`src/logic/sat_defines.svh`:
```
// Constants of the segmented address translation unit.
// Assumes inclusion by sat_pkg and by the design modules.
`ifndef SAT_DEFINES_SVH
`define SAT_DEFINES_SVH
// ----------------------------------------------------------------
// Register byte offsets (Avalon-MM slave)
// ----------------------------------------------------------------
`define SAT_REG_CTRL 8'h00
`define SAT_REG_STATUS 8'h04
`define SAT_REG_MASK 8'h08
`define SAT_REG_GLOB_BASE 8'h0c
`define SAT_REG_LOC_BASE 8'h10
`define SAT_REG_PRIV 8'h14
`define SAT_REG_ERR 8'h18
`define SAT_REG_LIN 8'h1c
// ----------------------------------------------------------------
// Field positions and widths
// ----------------------------------------------------------------
`define SAT_CTRL_PROT 0
`define SAT_EVT_W 2
`define SAT_EVT_DONE 0
`define SAT_EVT_FAULT 1
`define SAT_SEL_TI 2
`define SAT_SEL_IDX_LO 3
`define SAT_DESC_BASE_HI 31
`define SAT_DESC_TYPE_LO 32
`define SAT_DESC_TYPE_HI 35
`define SAT_DESC_CODE 35
`define SAT_DESC_DPL_LO 36
`define SAT_DESC_DPL_HI 37
`define SAT_DESC_PRESENT 38
`define SAT_DESC_USE_LO 40
`define SAT_DESC_USE_HI 47
`define SAT_DESC_SHIFT 3
`define SAT_REAL_SHIFT 4
`define SAT_RPL_MASK 16'hfffc
`define SAT_ERR_NONE 16'h0000
`define SAT_PRIV_RESET 2'h0
`endif

```
`src/logic/sat_pkg.sv`:
```
// Types of the segmented address translation unit.
// Assumes sat_defines.svh on the include path.
`include "sat_defines.svh"
package sat_pkg;
	// Controller states, one-hot
	typedef enum logic [4:0] {
		ST_IDLE = 5'h01,
		ST_SEL = 5'h02,
		ST_FETCH = 5'h04,
		ST_CHECK = 5'h08,
		ST_RESP = 5'h10
	} sat_st_type;
	// Access kinds issued by the core
	typedef enum logic [2:0] {
		KIND_DATA = 3'h0,
		KIND_FETCH = 3'h1,
		KIND_STACK = 3'h2,
		KIND_LOAD_CODE = 3'h3,
		KIND_LOAD_STACK = 3'h4
	} sat_kind_type;
endpackage : sat_pkg

```
`src/logic/sat_chk_if.sv`:
```
// Carrier between translation controller, decoder and checker.
// Assumes all three sit on the same core clock.
`timescale 1ns/1ps
`default_nettype none
interface sat_chk_if;
	import sat_pkg::*;
	logic [15:0] sel;
	logic [63:0] desc;
	sat_kind_type kind;
	logic [1:0] priv;
	logic [12:0] index;
	logic ti;
	logic [1:0] rpl;
	logic null_sel;
	logic [31:0] base;
	logic [3:0] seg_type;
	logic [1:0] dpl;
	logic present;
	logic [7:0] usage;
	logic allow;
	logic [15:0] err_code;
	modport ctl (output sel, desc, kind, priv,
		input index, ti, null_sel, base, dpl, allow, err_code);
	modport dec (input sel, desc,
		output index, ti, rpl, null_sel, base, seg_type, dpl,
		present, usage);
	modport chk (input kind, priv, sel, rpl, null_sel, seg_type,
		dpl, present, output allow, err_code);
endinterface : sat_chk_if
`default_nettype wire

```
`src/logic/sat_sel_decode.sv`:
```
// Selector and descriptor field decoder, purely combinational.
// Assumes descriptor bytes arrive low byte at lowest address.
`timescale 1ns/1ps
`default_nettype none
`include "sat_defines.svh"
module sat_sel_decode
	import sat_pkg::*;
(
	sat_chk_if.dec c
);
	// Selector: index, table choice, requested level
	assign c.index = c.sel[15:`SAT_SEL_IDX_LO];
	assign c.ti = c.sel[`SAT_SEL_TI];
	assign c.rpl = c.sel[1:0];
	// Index 0 of the global table carries no segment
	assign c.null_sel = (c.index == 13'h0000) & ~c.ti;
	// Descriptor fields, little-endian word
	assign c.base = c.desc[`SAT_DESC_BASE_HI:0];
	assign c.seg_type = c.desc[`SAT_DESC_TYPE_HI:`SAT_DESC_TYPE_LO];
	assign c.dpl = c.desc[`SAT_DESC_DPL_HI:`SAT_DESC_DPL_LO];
	assign c.present = c.desc[`SAT_DESC_PRESENT];
	assign c.usage = c.desc[`SAT_DESC_USE_HI:`SAT_DESC_USE_LO];
endmodule : sat_sel_decode
`default_nettype wire

```
`src/logic/sat_priv_check.sv`:
```
// Privilege and type check of one looked-up segment.
// Assumes decoded fields stay stable during the check state.
`timescale 1ns/1ps
`default_nettype none
`include "sat_defines.svh"
module sat_priv_check
	import sat_pkg::*;
(
	sat_chk_if.chk c
);
	logic is_code;
	logic [1:0] eff;
	logic ok;
	// Type, presence and level test
	always_comb begin
		is_code = c.seg_type[`SAT_DESC_CODE - `SAT_DESC_TYPE_LO];
		eff = (c.rpl > c.priv) ? c.rpl : c.priv;
		unique case (c.kind)
			KIND_FETCH, KIND_LOAD_CODE: begin
				ok = is_code & (c.dpl >= c.priv);
			end
			KIND_STACK, KIND_LOAD_STACK: begin
				ok = ~is_code & (c.dpl == c.priv) & (c.rpl == c.priv);
			end
			default: begin
				ok = ~is_code & (c.dpl >= eff);
			end
		endcase
		c.allow = ok & c.present & ~c.null_sel;
		// Null selector gives no accurate code
		c.err_code = c.null_sel ? `SAT_ERR_NONE
			: (c.sel & `SAT_RPL_MASK);
	end
endmodule : sat_priv_check
`default_nettype wire

```
`src/logic/sat_top.sv`:
```
// Segmented address translation and protection unit, top level.
// Assumes one core clock, a same-clock core request port, a
// same-clock descriptor read port and an Avalon-MM master.
//
// Operation
// Memory is a flat run of bytes and every access gets one byte address.
// The core gives a selector and an offset together with each request.
// A selector splits into table index, table choice and requested level.
// A descriptor yields base, rights, type and usage used in the check.
// The linear address is the segment base plus the offset.
// In protected operation every access goes through a table lookup.
// An access is allowed only if reachable from the current level.
// The current level is that of the code segment now executing.
// Global lookups use the global table base register.
// Local lookups use the local table register.
// Fetches use the code segment and stack accesses the stack segment.
// A fault without an accurate error code reports code zero.
// After reset the unit runs in real-address operation.
// Only software switches the unit into protected operation.
// Multi-byte values are little-endian.
// A failed check aborts with a protection fault and no address.
//
// Design decisions made here: the register addresses and the Avalon-MM interface to the registers.
`timescale 1ns/1ps
`default_nettype none
`include "sat_defines.svh"
module sat_top
	import sat_pkg::*;
(
	input wire logic CLK,
	input wire logic RST,
	input wire logic [7:0] AV_ADDRESS,
	input wire logic AV_READ,
	input wire logic AV_WRITE,
	input wire logic [31:0] AV_WRITEDATA,
	output logic [31:0] AV_READDATA,
	output logic AV_WAITREQUEST,
	input wire logic REQ_VALID,
	output logic REQ_READY,
	input wire logic [2:0] REQ_KIND,
	input wire logic [15:0] REQ_SEL,
	input wire logic [31:0] REQ_OFFSET,
	output logic RSP_VALID,
	output logic [31:0] RSP_LIN_ADDR,
	output logic RSP_FAULT,
	output logic [15:0] RSP_ERR_CODE,
	output logic DESC_RD,
	output logic [31:0] DESC_ADDR,
	input wire logic DESC_WAIT,
	input wire logic [63:0] DESC_DATA,
	output logic IRQ
);
	// ----------------------------------------------------------------
	// State
	// ----------------------------------------------------------------
	typedef struct packed {
		sat_st_type st;
		logic prot;
		logic [31:0] global_table_base_reg;
		logic [31:0] local_table_reg;
		logic [15:0] code_seg_sel;
		logic [15:0] stack_seg_sel;
		logic [1:0] current_privilege_level;
		logic [`SAT_EVT_W-1:0] sts;
		logic [`SAT_EVT_W-1:0] msk;
		sat_kind_type kind;
		logic [15:0] sel;
		logic [31:0] off;
		logic [63:0] desc;
		logic [31:0] daddr;
		logic [31:0] lin;
		logic flt;
		logic [15:0] err;
		logic [7:0] usage; // Usage field of the last granted segment, cleared to zero by a fault
		logic ack;
		logic [31:0] rdata;
	} sat_regs_type;

	sat_regs_type s_q;
	sat_regs_type s_d;
	sat_chk_if c ();
	logic bus_req;
	logic bus_take;
	logic [`SAT_EVT_W-1:0] evt_set;
	logic [`SAT_EVT_W-1:0] evt_clr;
	logic [31:0] real_addr;
	logic [31:0] tbl_base;
	logic [31:0] tbl_off;
	logic [31:0] code_real;
	logic [31:0] stack_real;
	sat_kind_type req_kind;

	// ----------------------------------------------------------------
	// Decoder and checker
	// ----------------------------------------------------------------
	// Both look at the captured selector and descriptor
	// Purely combinational; the check state gives them a full cycle
	assign c.sel = s_q.sel;
	assign c.desc = s_q.desc;
	assign c.kind = s_q.kind;
	assign c.priv = s_q.current_privilege_level;

	sat_sel_decode u_dec (
		.c(c.dec)
	);

	sat_priv_check u_chk (
		.c(c.chk)
	);

	// ----------------------------------------------------------------
	// Helper terms
	// ----------------------------------------------------------------
	// Real mode: selector times sixteen plus offset
	assign real_addr = (32'(REQ_SEL) << `SAT_REAL_SHIFT) + REQ_OFFSET;
	// Held code and stack selectors in real mode
	assign code_real = (32'(s_q.code_seg_sel) << `SAT_REAL_SHIFT)
		+ REQ_OFFSET;
	assign stack_real = (32'(s_q.stack_seg_sel) << `SAT_REAL_SHIFT)
		+ REQ_OFFSET;
	// Table picked by the selector flag
	assign tbl_base = c.ti ? s_q.local_table_reg
		: s_q.global_table_base_reg;
	// Eight bytes per descriptor entry; no limit check, so an
	// index past the table end reads whatever lies there
	assign tbl_off = 32'(c.index) << `SAT_DESC_SHIFT;
	// Codes past the last kind fall to the data path of the checker
	assign req_kind = sat_kind_type'(REQ_KIND);
	// A bus cycle is taken on its second edge
	assign bus_req = AV_READ | AV_WRITE;
	assign bus_take = bus_req & s_q.ack;

	// ----------------------------------------------------------------
	// Next state
	// ----------------------------------------------------------------
	always_comb begin
		s_d = s_q;
		evt_set = '0;
		evt_clr = '0;

		// Bus: one wait cycle, read data loaded meanwhile.
		// The wait state lets the read mux settle into a flop,
		// at the cost of two cycles per access.
		s_d.ack = bus_req & ~s_q.ack;
		if (bus_req & ~s_q.ack) begin
			unique case (AV_ADDRESS)
				`SAT_REG_CTRL: begin
					s_d.rdata = 32'(s_q.prot);
				end
				`SAT_REG_STATUS: begin
					s_d.rdata = 32'(s_q.sts);
				end
				`SAT_REG_MASK: begin
					s_d.rdata = 32'(s_q.msk);
				end
				`SAT_REG_GLOB_BASE: begin
					s_d.rdata = s_q.global_table_base_reg;
				end
				`SAT_REG_LOC_BASE: begin
					s_d.rdata = s_q.local_table_reg;
				end
				`SAT_REG_PRIV: begin
					s_d.rdata = {s_q.code_seg_sel, 14'h0000,
						s_q.current_privilege_level};
				end
				`SAT_REG_ERR: begin
					// Usage byte on top, padding kept zero
					s_d.rdata = {s_q.usage, 7'h00, s_q.flt, s_q.err};
				end
				`SAT_REG_LIN: begin
					s_d.rdata = s_q.lin;
				end
				default: begin
					// Unmapped offsets read zero
					s_d.rdata = 32'h0000_0000;
				end
			endcase
		end

		// Register writes land on the accepting edge
		if (bus_take & AV_WRITE) begin
			unique case (AV_ADDRESS)
				`SAT_REG_CTRL: begin
					// Mode change only by software
					s_d.prot = AV_WRITEDATA[`SAT_CTRL_PROT];
				end
				`SAT_REG_STATUS: begin
					evt_clr = AV_WRITEDATA[`SAT_EVT_W-1:0];
				end
				`SAT_REG_MASK: begin
					s_d.msk = AV_WRITEDATA[`SAT_EVT_W-1:0];
				end
				`SAT_REG_GLOB_BASE: begin
					s_d.global_table_base_reg = AV_WRITEDATA;
				end
				`SAT_REG_LOC_BASE: begin
					s_d.local_table_reg = AV_WRITEDATA;
				end
				default: begin
					// Read-only or unmapped: write dropped
					s_d.msk = s_q.msk;
				end
			endcase
		end

		// Translation controller
		unique case (s_q.st)
			ST_IDLE: begin
				// Selector and offset taken together
				if (REQ_VALID) begin
					s_d.kind = req_kind;
					s_d.off = REQ_OFFSET;
					s_d.flt = 1'b0;
					s_d.err = `SAT_ERR_NONE;
					// Fetch and stack use their own segments
					unique case (req_kind)
						KIND_FETCH: begin
							s_d.sel = s_q.code_seg_sel;
						end
						KIND_STACK: begin
							s_d.sel = s_q.stack_seg_sel;
						end
						default: begin
							s_d.sel = REQ_SEL;
						end
					endcase
					if (s_q.prot) begin
						// No path around the tables
						s_d.st = ST_SEL;
					end else begin
						// Real-address translation
						unique case (req_kind)
							KIND_FETCH: begin
								s_d.lin = code_real;
							end
							KIND_STACK: begin
								s_d.lin = stack_real;
							end
							default: begin
								s_d.lin = real_addr;
							end
						endcase
						if (req_kind == KIND_LOAD_CODE) begin
							s_d.code_seg_sel = REQ_SEL;
						end
						if (req_kind == KIND_LOAD_STACK) begin
							s_d.stack_seg_sel = REQ_SEL;
						end
						s_d.st = ST_RESP;
					end
				end
			end
			ST_SEL: begin
				// Entry address from index and table base
				s_d.daddr = tbl_base + tbl_off;
				// A null selector skips the memory read; the check sees
				// a stale descriptor but refuses on the null flag alone
				s_d.st = c.null_sel ? ST_CHECK : ST_FETCH;
			end
			ST_FETCH: begin
				// The port may stall for any number of cycles
				// Whole descriptor word, low byte first
				if (!DESC_WAIT) begin
					s_d.desc = DESC_DATA;
					s_d.st = ST_CHECK;
				end
			end
			ST_CHECK: begin
				if (c.allow) begin
					// One byte address from base plus offset
					s_d.lin = c.base + s_q.off;
					s_d.usage = c.usage;
					if (s_q.kind == KIND_LOAD_CODE) begin
						// Level follows the new code segment
						s_d.code_seg_sel = s_q.sel;
						s_d.current_privilege_level = c.dpl;
					end
					if (s_q.kind == KIND_LOAD_STACK) begin
						s_d.stack_seg_sel = s_q.sel;
					end
				end else begin
					// Abort: fault, no address
					s_d.flt = 1'b1;
					s_d.lin = 32'h0000_0000;
					s_d.usage = 8'h00;
					s_d.err = c.err_code;
				end
				s_d.st = ST_RESP;
			end
			ST_RESP: begin
				// Response shown for this one cycle
				// The core must take it now; nothing holds it
				evt_set[`SAT_EVT_DONE] = ~s_q.flt;
				evt_set[`SAT_EVT_FAULT] = s_q.flt;
				s_d.st = ST_IDLE;
			end
			default: begin
				// Illegal one-hot code: recover to idle
				s_d.st = ST_IDLE;
			end
		endcase

		// Sticky events: a new event beats its clear,
		// so an event in the clearing cycle is never lost
		s_d.sts = (s_q.sts & ~evt_clr) | evt_set;
		// Real mode always runs at the top level, so a code
		// segment load there leaves the level at zero
		if (!s_q.prot) begin
			s_d.current_privilege_level = `SAT_PRIV_RESET;
		end
	end

	// ----------------------------------------------------------------
	// Registers
	// ----------------------------------------------------------------
	// Reset lands in real-address mode, idle
	// Only constants under reset; the struct clears as one
	always_ff @(posedge CLK or posedge RST) begin
		if (RST) begin
			s_q <= '0;
			s_q.st <= ST_IDLE;
			s_q.kind <= KIND_DATA;
			s_q.current_privilege_level <= `SAT_PRIV_RESET;
		end else begin
			s_q <= s_d;
		end
	end

	// ----------------------------------------------------------------
	// Outputs
	// ----------------------------------------------------------------
	// Handshakes from state, data from flops
	// Ready is the idle state alone: the core waits, no skid buffer
	assign AV_WAITREQUEST = bus_req & ~s_q.ack;
	assign AV_READDATA = s_q.rdata;
	assign REQ_READY = (s_q.st == ST_IDLE);
	assign RSP_VALID = (s_q.st == ST_RESP);
	assign RSP_LIN_ADDR = s_q.lin;
	assign RSP_FAULT = s_q.flt;
	assign RSP_ERR_CODE = s_q.err;
	assign DESC_RD = (s_q.st == ST_FETCH);
	assign DESC_ADDR = s_q.daddr;
	// Level interrupt while any unmasked event is pending
	assign IRQ = |(s_q.sts & s_q.msk);
endmodule : sat_top
`default_nettype wire

```
`config.mk`:
```
export PLATFORM = sky130hd
export DESIGN_NAME = sat_top
export DESIGN_NICKNAME = d
export VERILOG_FILES = /design/src/logic/sat_pkg.sv /design/src/logic/sat_chk_if.sv /design/src/logic/sat_sel_decode.sv /design/src/logic/sat_priv_check.sv /design/src/logic/sat_top.sv
export VERILOG_INCLUDE_DIRS = /design/src /design/src/logic
export SDC_FILE = /design/constraint.sdc
export NUM_CORES = 1
export LEC_CHECK = 0
export BUFFER_PORTS_ARGS = -buffer_cell sky130_fd_sc_hd__buf_2
export CORE_ASPECT_RATIO = 0.6
export CORE_MARGIN = 2
export CORE_UTILIZATION = 40
export CTS_CLUSTER_SIZE = 14
export DETAILED_ROUTE_END_ITERATION = 12
export PLACE_DENSITY = 0.57
export SLEW_MARGIN = 25
export SYNTH_ARGS = -nofsm -noshare
export SYNTH_HDL_FRONTEND = slang
export SYNTH_SLANG_ARGS = --single-unit
export TNS_END_PERCENT = 100
```
`constraint.sdc`:
```
create_clock -name CLK -period 14.15 [get_ports CLK]
set_input_delay 0.7075 -clock CLK [delete_from_list [all_inputs] [get_ports CLK]]
set_output_delay 0.7075 -clock CLK [all_outputs]
set_load 0.005 [all_outputs]
```
==> metrics.md, run 1 <==
| Metric | Value |
|---|---|
| Comb pwr share | `19.6%` |
| Max Slew Vio Count | `0` |
| Starting DRT DRC Count | `1295` |
| DRT antenna net count | `0` |
| Layout cells sized above 1 | `26.8%` |
| Clock root buffer master | `clkbuf_16` |
| Cell count after synthesis | `1835` |
| Total grt overflow | `0` |
| Yosys reg bits | `323` |
| CTS hold repair buffers | `0` |
| Clock Latency Late Sink | `0.53 ns` |
| Switching share of power | `31.3%` |
| Dpl hpwl | `42100 um` |
| Top cell type's share of synthesized area | `43.9%` |
| Slew of the pin with the lowest slew margin | `1.00 ns` |
| EDFF count, synth | `0` |
| Highest-count cells in the layout ignoring fill and taps | `dfrtp_1 (321), nand2_1 (257), buf_2 (256)` |
| Clk buf depth | `3` |
| Area of the core | `45000 um2` |
| NetSw | `0.819 mW` |
| Placement Rows | `60` |
| CP Capture Type | `register` |
| Max IR drop VDD | `0.0000721 V` |
| Vias in the first global route | `14100` |
| Tcrit/Tclk final | `30.1%` |
| Final WL | `56900 um` |
| Inserted Clock Buffers | `34` |
| Cell taking the most area after synthesis | `dfrtp_1` |
| Die Span Y | `170 um` |
| Largest net degree at the start of global routing | `158` |
| RSZ-0062 raised after global routing | `false` |
| Post-CTS sizing | `0` |
| PortBufs | `256` |
| Drc violations | `0` |
| Crit path DAT | `4.66 ns` |
| GR Util All Layers | `23.8%` |
| DR vias/cell | `5.58` |
| WHS | `0.332 ns` |
| P_leak | `9.90 nW` |
| Pwr/cell area | `128 nW/um2` |
| Clk_skew | `0.0156 ns` |
| CTS tree | `built` |
| Worst Hold Class | `in2async` |
| Initial Util | `40.8%` |
| Pint | `1.80 mW` |
| Nets | `2174` |
| Worst r2r path cells | `12` |
| Clock sinks | `323` |
| Clk pwr share | `35.6%` |
| Required @ worst endpoint | `14.55 ns` |
| Setup TNS | `0 ns` |
| Sequential share of the synthesized area | `44.0%` |
| Via count | `14300` |
| Post-Syn Area | `18400 um2` |
| Final setup fails | `0` |
| Outcome | `completed` |
| DRT Pass-1 Iters | `6` |
| Post-layout minimum cycle time | `4.27 ns` |
| Max cap viols | `0` |
| DIE AREA | `47700 um2` |
| Commonest non-fill, non-tap cell in the layout | `dfrtp_1` |
| WL/cell | `22.2 um` |
| Ys flop type | `dfrtp_1` |
| Final hold violations | `0` |
| Initial antenna violation count | `12` |
| Routability cong. | `0.903` |
| Area delta synth->final | `11.7%` |
| Top cells by area, synth | `dfrtp_1 (44%), mux2_2 (9.9%), nand2_1 (5.3%), buf_4 (4.9%), ha_1 (4.6%)` |
| Fill count | `4302` |
| Crit path launch type | `input pin` |
| Yosys warns | `0` |
| I/O Pins | `279` |
| Synth Area per Inst | `10.0 um2` |
| H-tree Lvls | `2` |
| CP max FO | `17` |
| # Post-CTS Setup Buffers | `0` |
| Post-synthesis cell type count | `90` |
| First-pass GRT wire length | `86500 um` |
| Reg power frac | `44.8%` |
| Post-synth ARST share | `100%` |
| Worst slew margin | `32.7%` |
| Peak Freq | `234 MHz` |
| CP Class | `in2reg` |
| DIE WIDTH | `281 um` |
| Worst-path clk slew | `0.06 ns` |
==> sequential cells by signal, summed over array words and instances (netlist names) <==
register and flops:
RSP_LIN_ADDR 32, DESC_ADDR 32, c.desc 44, s_q 147, c.sel 16, RSP_ERR_CODE 14, c.kind 3, c.priv 2
RSP_FAULT 1, AV_READDATA 32
==> synthesized netlist by cell type (8+ instances only) <==
master / number
dfrtp_1: 322
nand2_1: 257
mux2_2: 161
o21ai_0: 137
buf_4: 119
a21oi_1: 96
nor2_1: 81
ha_1: 67
clkbuf_1: 65
xnor2_1: 45
a21o_1: 33
xor2_1: 33
nand3_1: 31
a22oi_1: 29
inv_1: 29
mux2i_1: 28
o21a_1: 20
a222oi_1: 19
a21boi_0: 16
a211oi_1: 15
and3_1: 15
o21bai_1: 14
o211ai_1: 13
nor2b_1: 12
a221oi_1: 11
buf_2: 10
o221ai_1: 9
buf_1: 8
nor3_1: 8
==> critical path: stages <==
cell,delay (ns)
buf_2,0.12
nor2b_1,0.12
buf_4,0.20
o21bai_1,0.49
buf_4,0.30
nand2_1,0.07
o21ai_0,0.24
ha_1,0.32
fa_1,0.28
a211oi_1,0.11
or2_2,0.33
o211ai_1,0.33
a41o_1,0.43
nand3_1,0.15
xnor2_1,0.15
a22oi_1,0.17
o211ai_1,0.12
==> final cells by class <==
type                    count  area (um2)  area share (%)
multi-input cells        1276        8950            43.6
flip-flops and latches    323        8090            39.4
repair buffers            279        1470            7.15
clock buffers              54        1050            5.12
well taps                 589         737            3.59
inverters                  29         116           0.567
clock inverters             6        83.8           0.409
diodes                      9        22.5           0.110
==> metal layers <==
layer / up-vias / global-route usage [%] / part of all wire [%]
li1: 6701 / - / -
met1: 7057 / 33.3 / 46
met2: 476 / 37.2 / 45
met3: 78 / 4.90 / 6.7
met4: 4 / 6.63 / 2.2
met5: - / 0 / 0.035
==> power groups by stage <==
stage | Combinational [mW] | Sequential (mW) | Clock (mW)
after floorplan | 0.401 | 1.10 | 0
after detailed placement | 0.509 | 1.19 | 0
after global placement | 0.497 | 1.19 | 0
after CTS | 0.512 | 1.17 | 0.957
after global routing | 0.572 | 1.18 | 0.989
final | 0.513 | 1.17 | 0.930
==> path summary, 6_finish.rpt <==
| check | start | endpoint | slack (ns) |
|---|---|---|---|
| setup / recovery | REQ_KIND[0] | RSP_LIN_ADDR[30]$_DFFE_PP0P_ | 9.88 |
| hold / removal | RST | s_q[215]$_DFFE_PP0P_ | 0.33 |
| setup reg to reg | c.priv[1]$_DFFE_PP0P_ | RSP_ERR_CODE[7]$_DFFE_PP0P_ | 10.25 |
| hold reg to reg | AV_READDATA[31]$_DFFE_PP0P_ | AV_READDATA[31]$_DFFE_PP0P_ | 0.48 |
| max in group asynchronous | RST | s_q[277]$_DFFE_PP0P_ | 12.36 |
| min in group CLK | REQ_OFFSET[0] | s_q[186]$_DFFE_PP0P_ | 0.40 |
==> per-stage QoR <==
stage | power, mW | util (%) | instance area, um2 | setup slack, ns | cells
3_5_place_dp | 1.70 | 43.0 | 19300 | 9.46 | 2496
6_report | 2.62 | 45.5 | 20500 | 9.88 | 2565
4_1_cts | 2.64 | 45.5 | 20500 | 9.90 | 2556
5_1_grt | 2.74 | 45.5 | 20500 | 9.66 | 2561
2_1_floorplan | 1.51 | - | 18400 | 4.50 | 1836
3_3_place_gp | 1.69 | 42.9 | 19300 | 9.45 | 2496
==> cells by family (layout without fill, tap and decap cells) <==
| kind of cell | after synthesis | after routing | synth area share, % |
|---|---|---|---|
| buffers and inverters | 237 | 368 | 7.56 |
| multiplexers | 191 | 191 | 11.6 |
| other | 1 | 11 | 0.0204 |
| AO/OA/AOI/OAI | 472 | 472 | 16.9 |
| AND/OR/NAND/NOR | 463 | 463 | 11.3 |
| XOR/XNOR | 78 | 78 | 3.72 |
| flip-flops | 323 | 323 | 44.0 |
| adder cells (fa/ha/maj) | 70 | 70 | 4.89 |
(Power assumes the default switching activity.)
==> inputs of run 2 (changes only) <==
PLACE_DENSITY = 0.59   (was 0.57)
clock period = 3.45 ns   (was 14.15 ns; I/O delays follow)
==> run 2 against run 1 <==
Against the previous run: final cell count increased by 6.1%; routed wire length increased by 2.1%; critical path depth decreased by 6; largest power group unchanged; total power increased to 4.3 times the previous value; highest routed layer unchanged.
==> metrics.md, run 2 (synthesis results as in run 1) <==
| Metric | Value |
|---|---|
| First-pass GRT wire length | `88700 um (+2.5%)` |
| WL/cell | `21.3 um (-3.8%)` |
| Post-layout minimum cycle time | `3.35 ns` |
| DRT Pass-1 Iters | `6 (unchanged)` |
| Nets | `2337 (+7.5%)` |
| Max Slew Vio Count | `0 (unchanged)` |
| PortBufs | `256 (unchanged)` |
| DIE WIDTH | `281 um (unchanged)` |
| Die Span Y | `170 um (unchanged)` |
| Setup TNS | `0 ns (unchanged)` |
| Routability cong. | `0.903 (about the same)` |
| Clk_skew | `0.0148 ns (-0.000760 ns)` |
| Initial antenna violation count | `3 (-9)` |
| Clk buf depth | `3 (unchanged)` |
| DIE AREA | `47700 um2 (unchanged)` |
| Slowest-stage cell, CP | `a211oi_1` |
| Outcome | `completed` |
| Inserted Clock Buffers | `34 (unchanged)` |
| CP Capture Type | `register` |
| Initial Util | `40.8% (unchanged)` |
| Clock root buffer master | `clkbuf_16` |
| Largest net degree at the start of global routing | `96 (-39%)` |
| Peak Freq | `298 MHz` |
| DRT antenna net count | `0 (unchanged)` |
| Pwr/cell area | `504 nW/um2 (+300%)` |
| RSZ-0062 raised after global routing | `true` |
| Worst slew margin | `36.5% (+3.8 points)` |
| Fill count | `4255 (-1.1%)` |
| Max IR drop VDD | `0.000290 V (+300%)` |
| Placement-stage worst setup slack | `-0.155 ns (-9.62 ns)` |
| Dpl hpwl | `44000 um (+4.4%)` |
| CP max FO | `3 (-14)` |
| CP Class | `reg2reg` |
| Area of the core | `45000 um2 (unchanged)` |
| Slew of the pin with the lowest slew margin | `0.951 ns (-0.0535 ns)` |
| Commonest non-fill, non-tap cell in the layout | `dfrtp_1` |
| CTS tree | `built` |
| Top reg by flops | `s_q` |
| Starting DRT DRC Count | `1224 (-5.5%)` |
| Max FFs per register | `147 (unchanged)` |
| Final hold violations | `0 (unchanged)` |
| Final WL | `58100 um (+2.1%)` |
| DR vias/cell | `5.47 (-1.9%)` |
| Tot Pwr | `11.2 mW (+330%)` |
| Crit path launch type | `register` |
| Final setup fails | `0 (unchanged)` |
| Crit path DAT | `3.81 ns (-0.85 ns)` |
| Worst-path clk slew | `0.07 ns (about the same)` |
| Max cap viols | `0 (unchanged)` |
| GR Util All Layers | `24.2% (+0.48 points)` |
| P_leak | `10.7 nW (+7.6%)` |
| Layout cells sized above 1 | `27.5% (+0.75 points)` |
| Tcrit/Tclk final | `97.2%` |
| Total grt overflow | `0 (unchanged)` |
| Clock Latency Late Sink | `0.53 ns (about the same)` |
| H-tree Lvls | `2 (unchanged)` |
| Required @ worst endpoint | `3.91 ns (-10.64 ns)` |
| Worst Hold Class | `in2reg` |
| Drc violations | `0 (unchanged)` |
| Vias in the first global route | `14700 (+4.4%)` |
| WHS | `0.0172 ns (-0.315 ns)` |
| Highest-count cells in the layout ignoring fill and taps | `dfrtp_1 (321), nand2_1 (257), buf_2 (256)` |
| Placement Rows | `60 (unchanged)` |
| CP dominant cell by count | `a211oi_1` |
| Final WS setup | `0.0966 ns (-9.79 ns)` |
| Area delta synth->final | `20.6%` |
| CP Cell Sequence | `ha_1, fa_1, a211oi_1, o211ai_1, a211oi_1, buf_4, o41ai_2, a31o_2, and3_1, o32a_1, o21ai_1` |
| Clock sinks | `323 (unchanged)` |
| I/O Pins | `279 (unchanged)` |
| Via count | `14900 (+4.1%)` |
| Largest stage delay, worst path | `0.46 ns (-0.03 ns)` |
## run 2: what timing repair did
action	CTS	global route
gates resized for setup	1	9
pin swaps	0	1
hold buffers	113	0
gates cloned	0	1
endpoints found under the hold margin	173	0
setup endpoints to repair	16	33
buffers inserted	0	0
## run 2: final timing paths
kind / slack, ns / from / end / cells after the start
worst max-delay path: 0.1 / s_q[186]$_DFFE_PP0P_ / RSP_LIN_ADDR[28]$_DFFE_PP0P_ / 11
worst min-delay path: 0.02 / REQ_KIND[1] / c.kind[1]$_DFFE_PP0P_ / 3
worst max register to register: 0.1 / s_q[186]$_DFFE_PP0P_ / RSP_LIN_ADDR[28]$_DFFE_PP0P_ / 11
worst min register to register: 0.47 / AV_READDATA[25]$_DFFE_PP0P_ / AV_READDATA[25]$_DFFE_PP0P_ / 2
max in group asynchronous: 2.09 / RST / c.sel[2]$_DFFE_PP0P_ / 4
min in group asynchronous: 0.32 / RST / s_q[215]$_DFFE_PP0P_ / 3
## run 2: layer usage
layer	part of all wire [%]	GRT usage [%]	up-vias
li1	-	-	7015
met4	2.1	5.65	2
met1	47	34.8	7337
met2	45	38.2	468
met5	0.012	0	-
met3	6.2	4.12	80
## run 2: where the power goes
part	leakage [nW]	total [mW]	switching, mW	internal (mW)
clock network	0.587	4.02	1.63	2.39
registers	4.25	4.77	0.550	4.22
logic	5.82	2.37	1.30	1.07
## run 2: critical path, delay by kind of cell, from the launching register on
kind | cells | cell delay (ns)
buffers and inverters | 1 | 0.23
AND/OR/NAND/NOR | 1 | 0.18
flip-flops | 1 | 0.38
adder cells (fa/ha/maj) | 2 | 0.68
AO/OA/AOI/OAI | 7 | 1.81
## run 2: cell type report
cell class | instances | area [um2] | share of cell area, %
clock inverter | 14 | 208 | 0.937
clock buffer | 47 | 991 | 4.47
timing repair buffer | 441 | 3030 | 13.7
sequential | 323 | 8090 | 36.5
multi-input combinational | 1277 | 8980 | 40.6
antenna | 2 | 5.00 | 0.0226
inverter | 29 | 113 | 0.508
tap | 589 | 737 | 3.33
## run 2: metrics by stage
step / instances / area, um2 / util (%)
after CTS: 2719 / 22100 / 49.1
after global placement: 2545 / 19800 / 43.9
final: 2722 / 22200 / 49.2
after global routing: 2721 / 22200 / 49.2
after detailed placement: 2545 / 19800 / 43.9
after floorplan: 1836 / 18400 / -
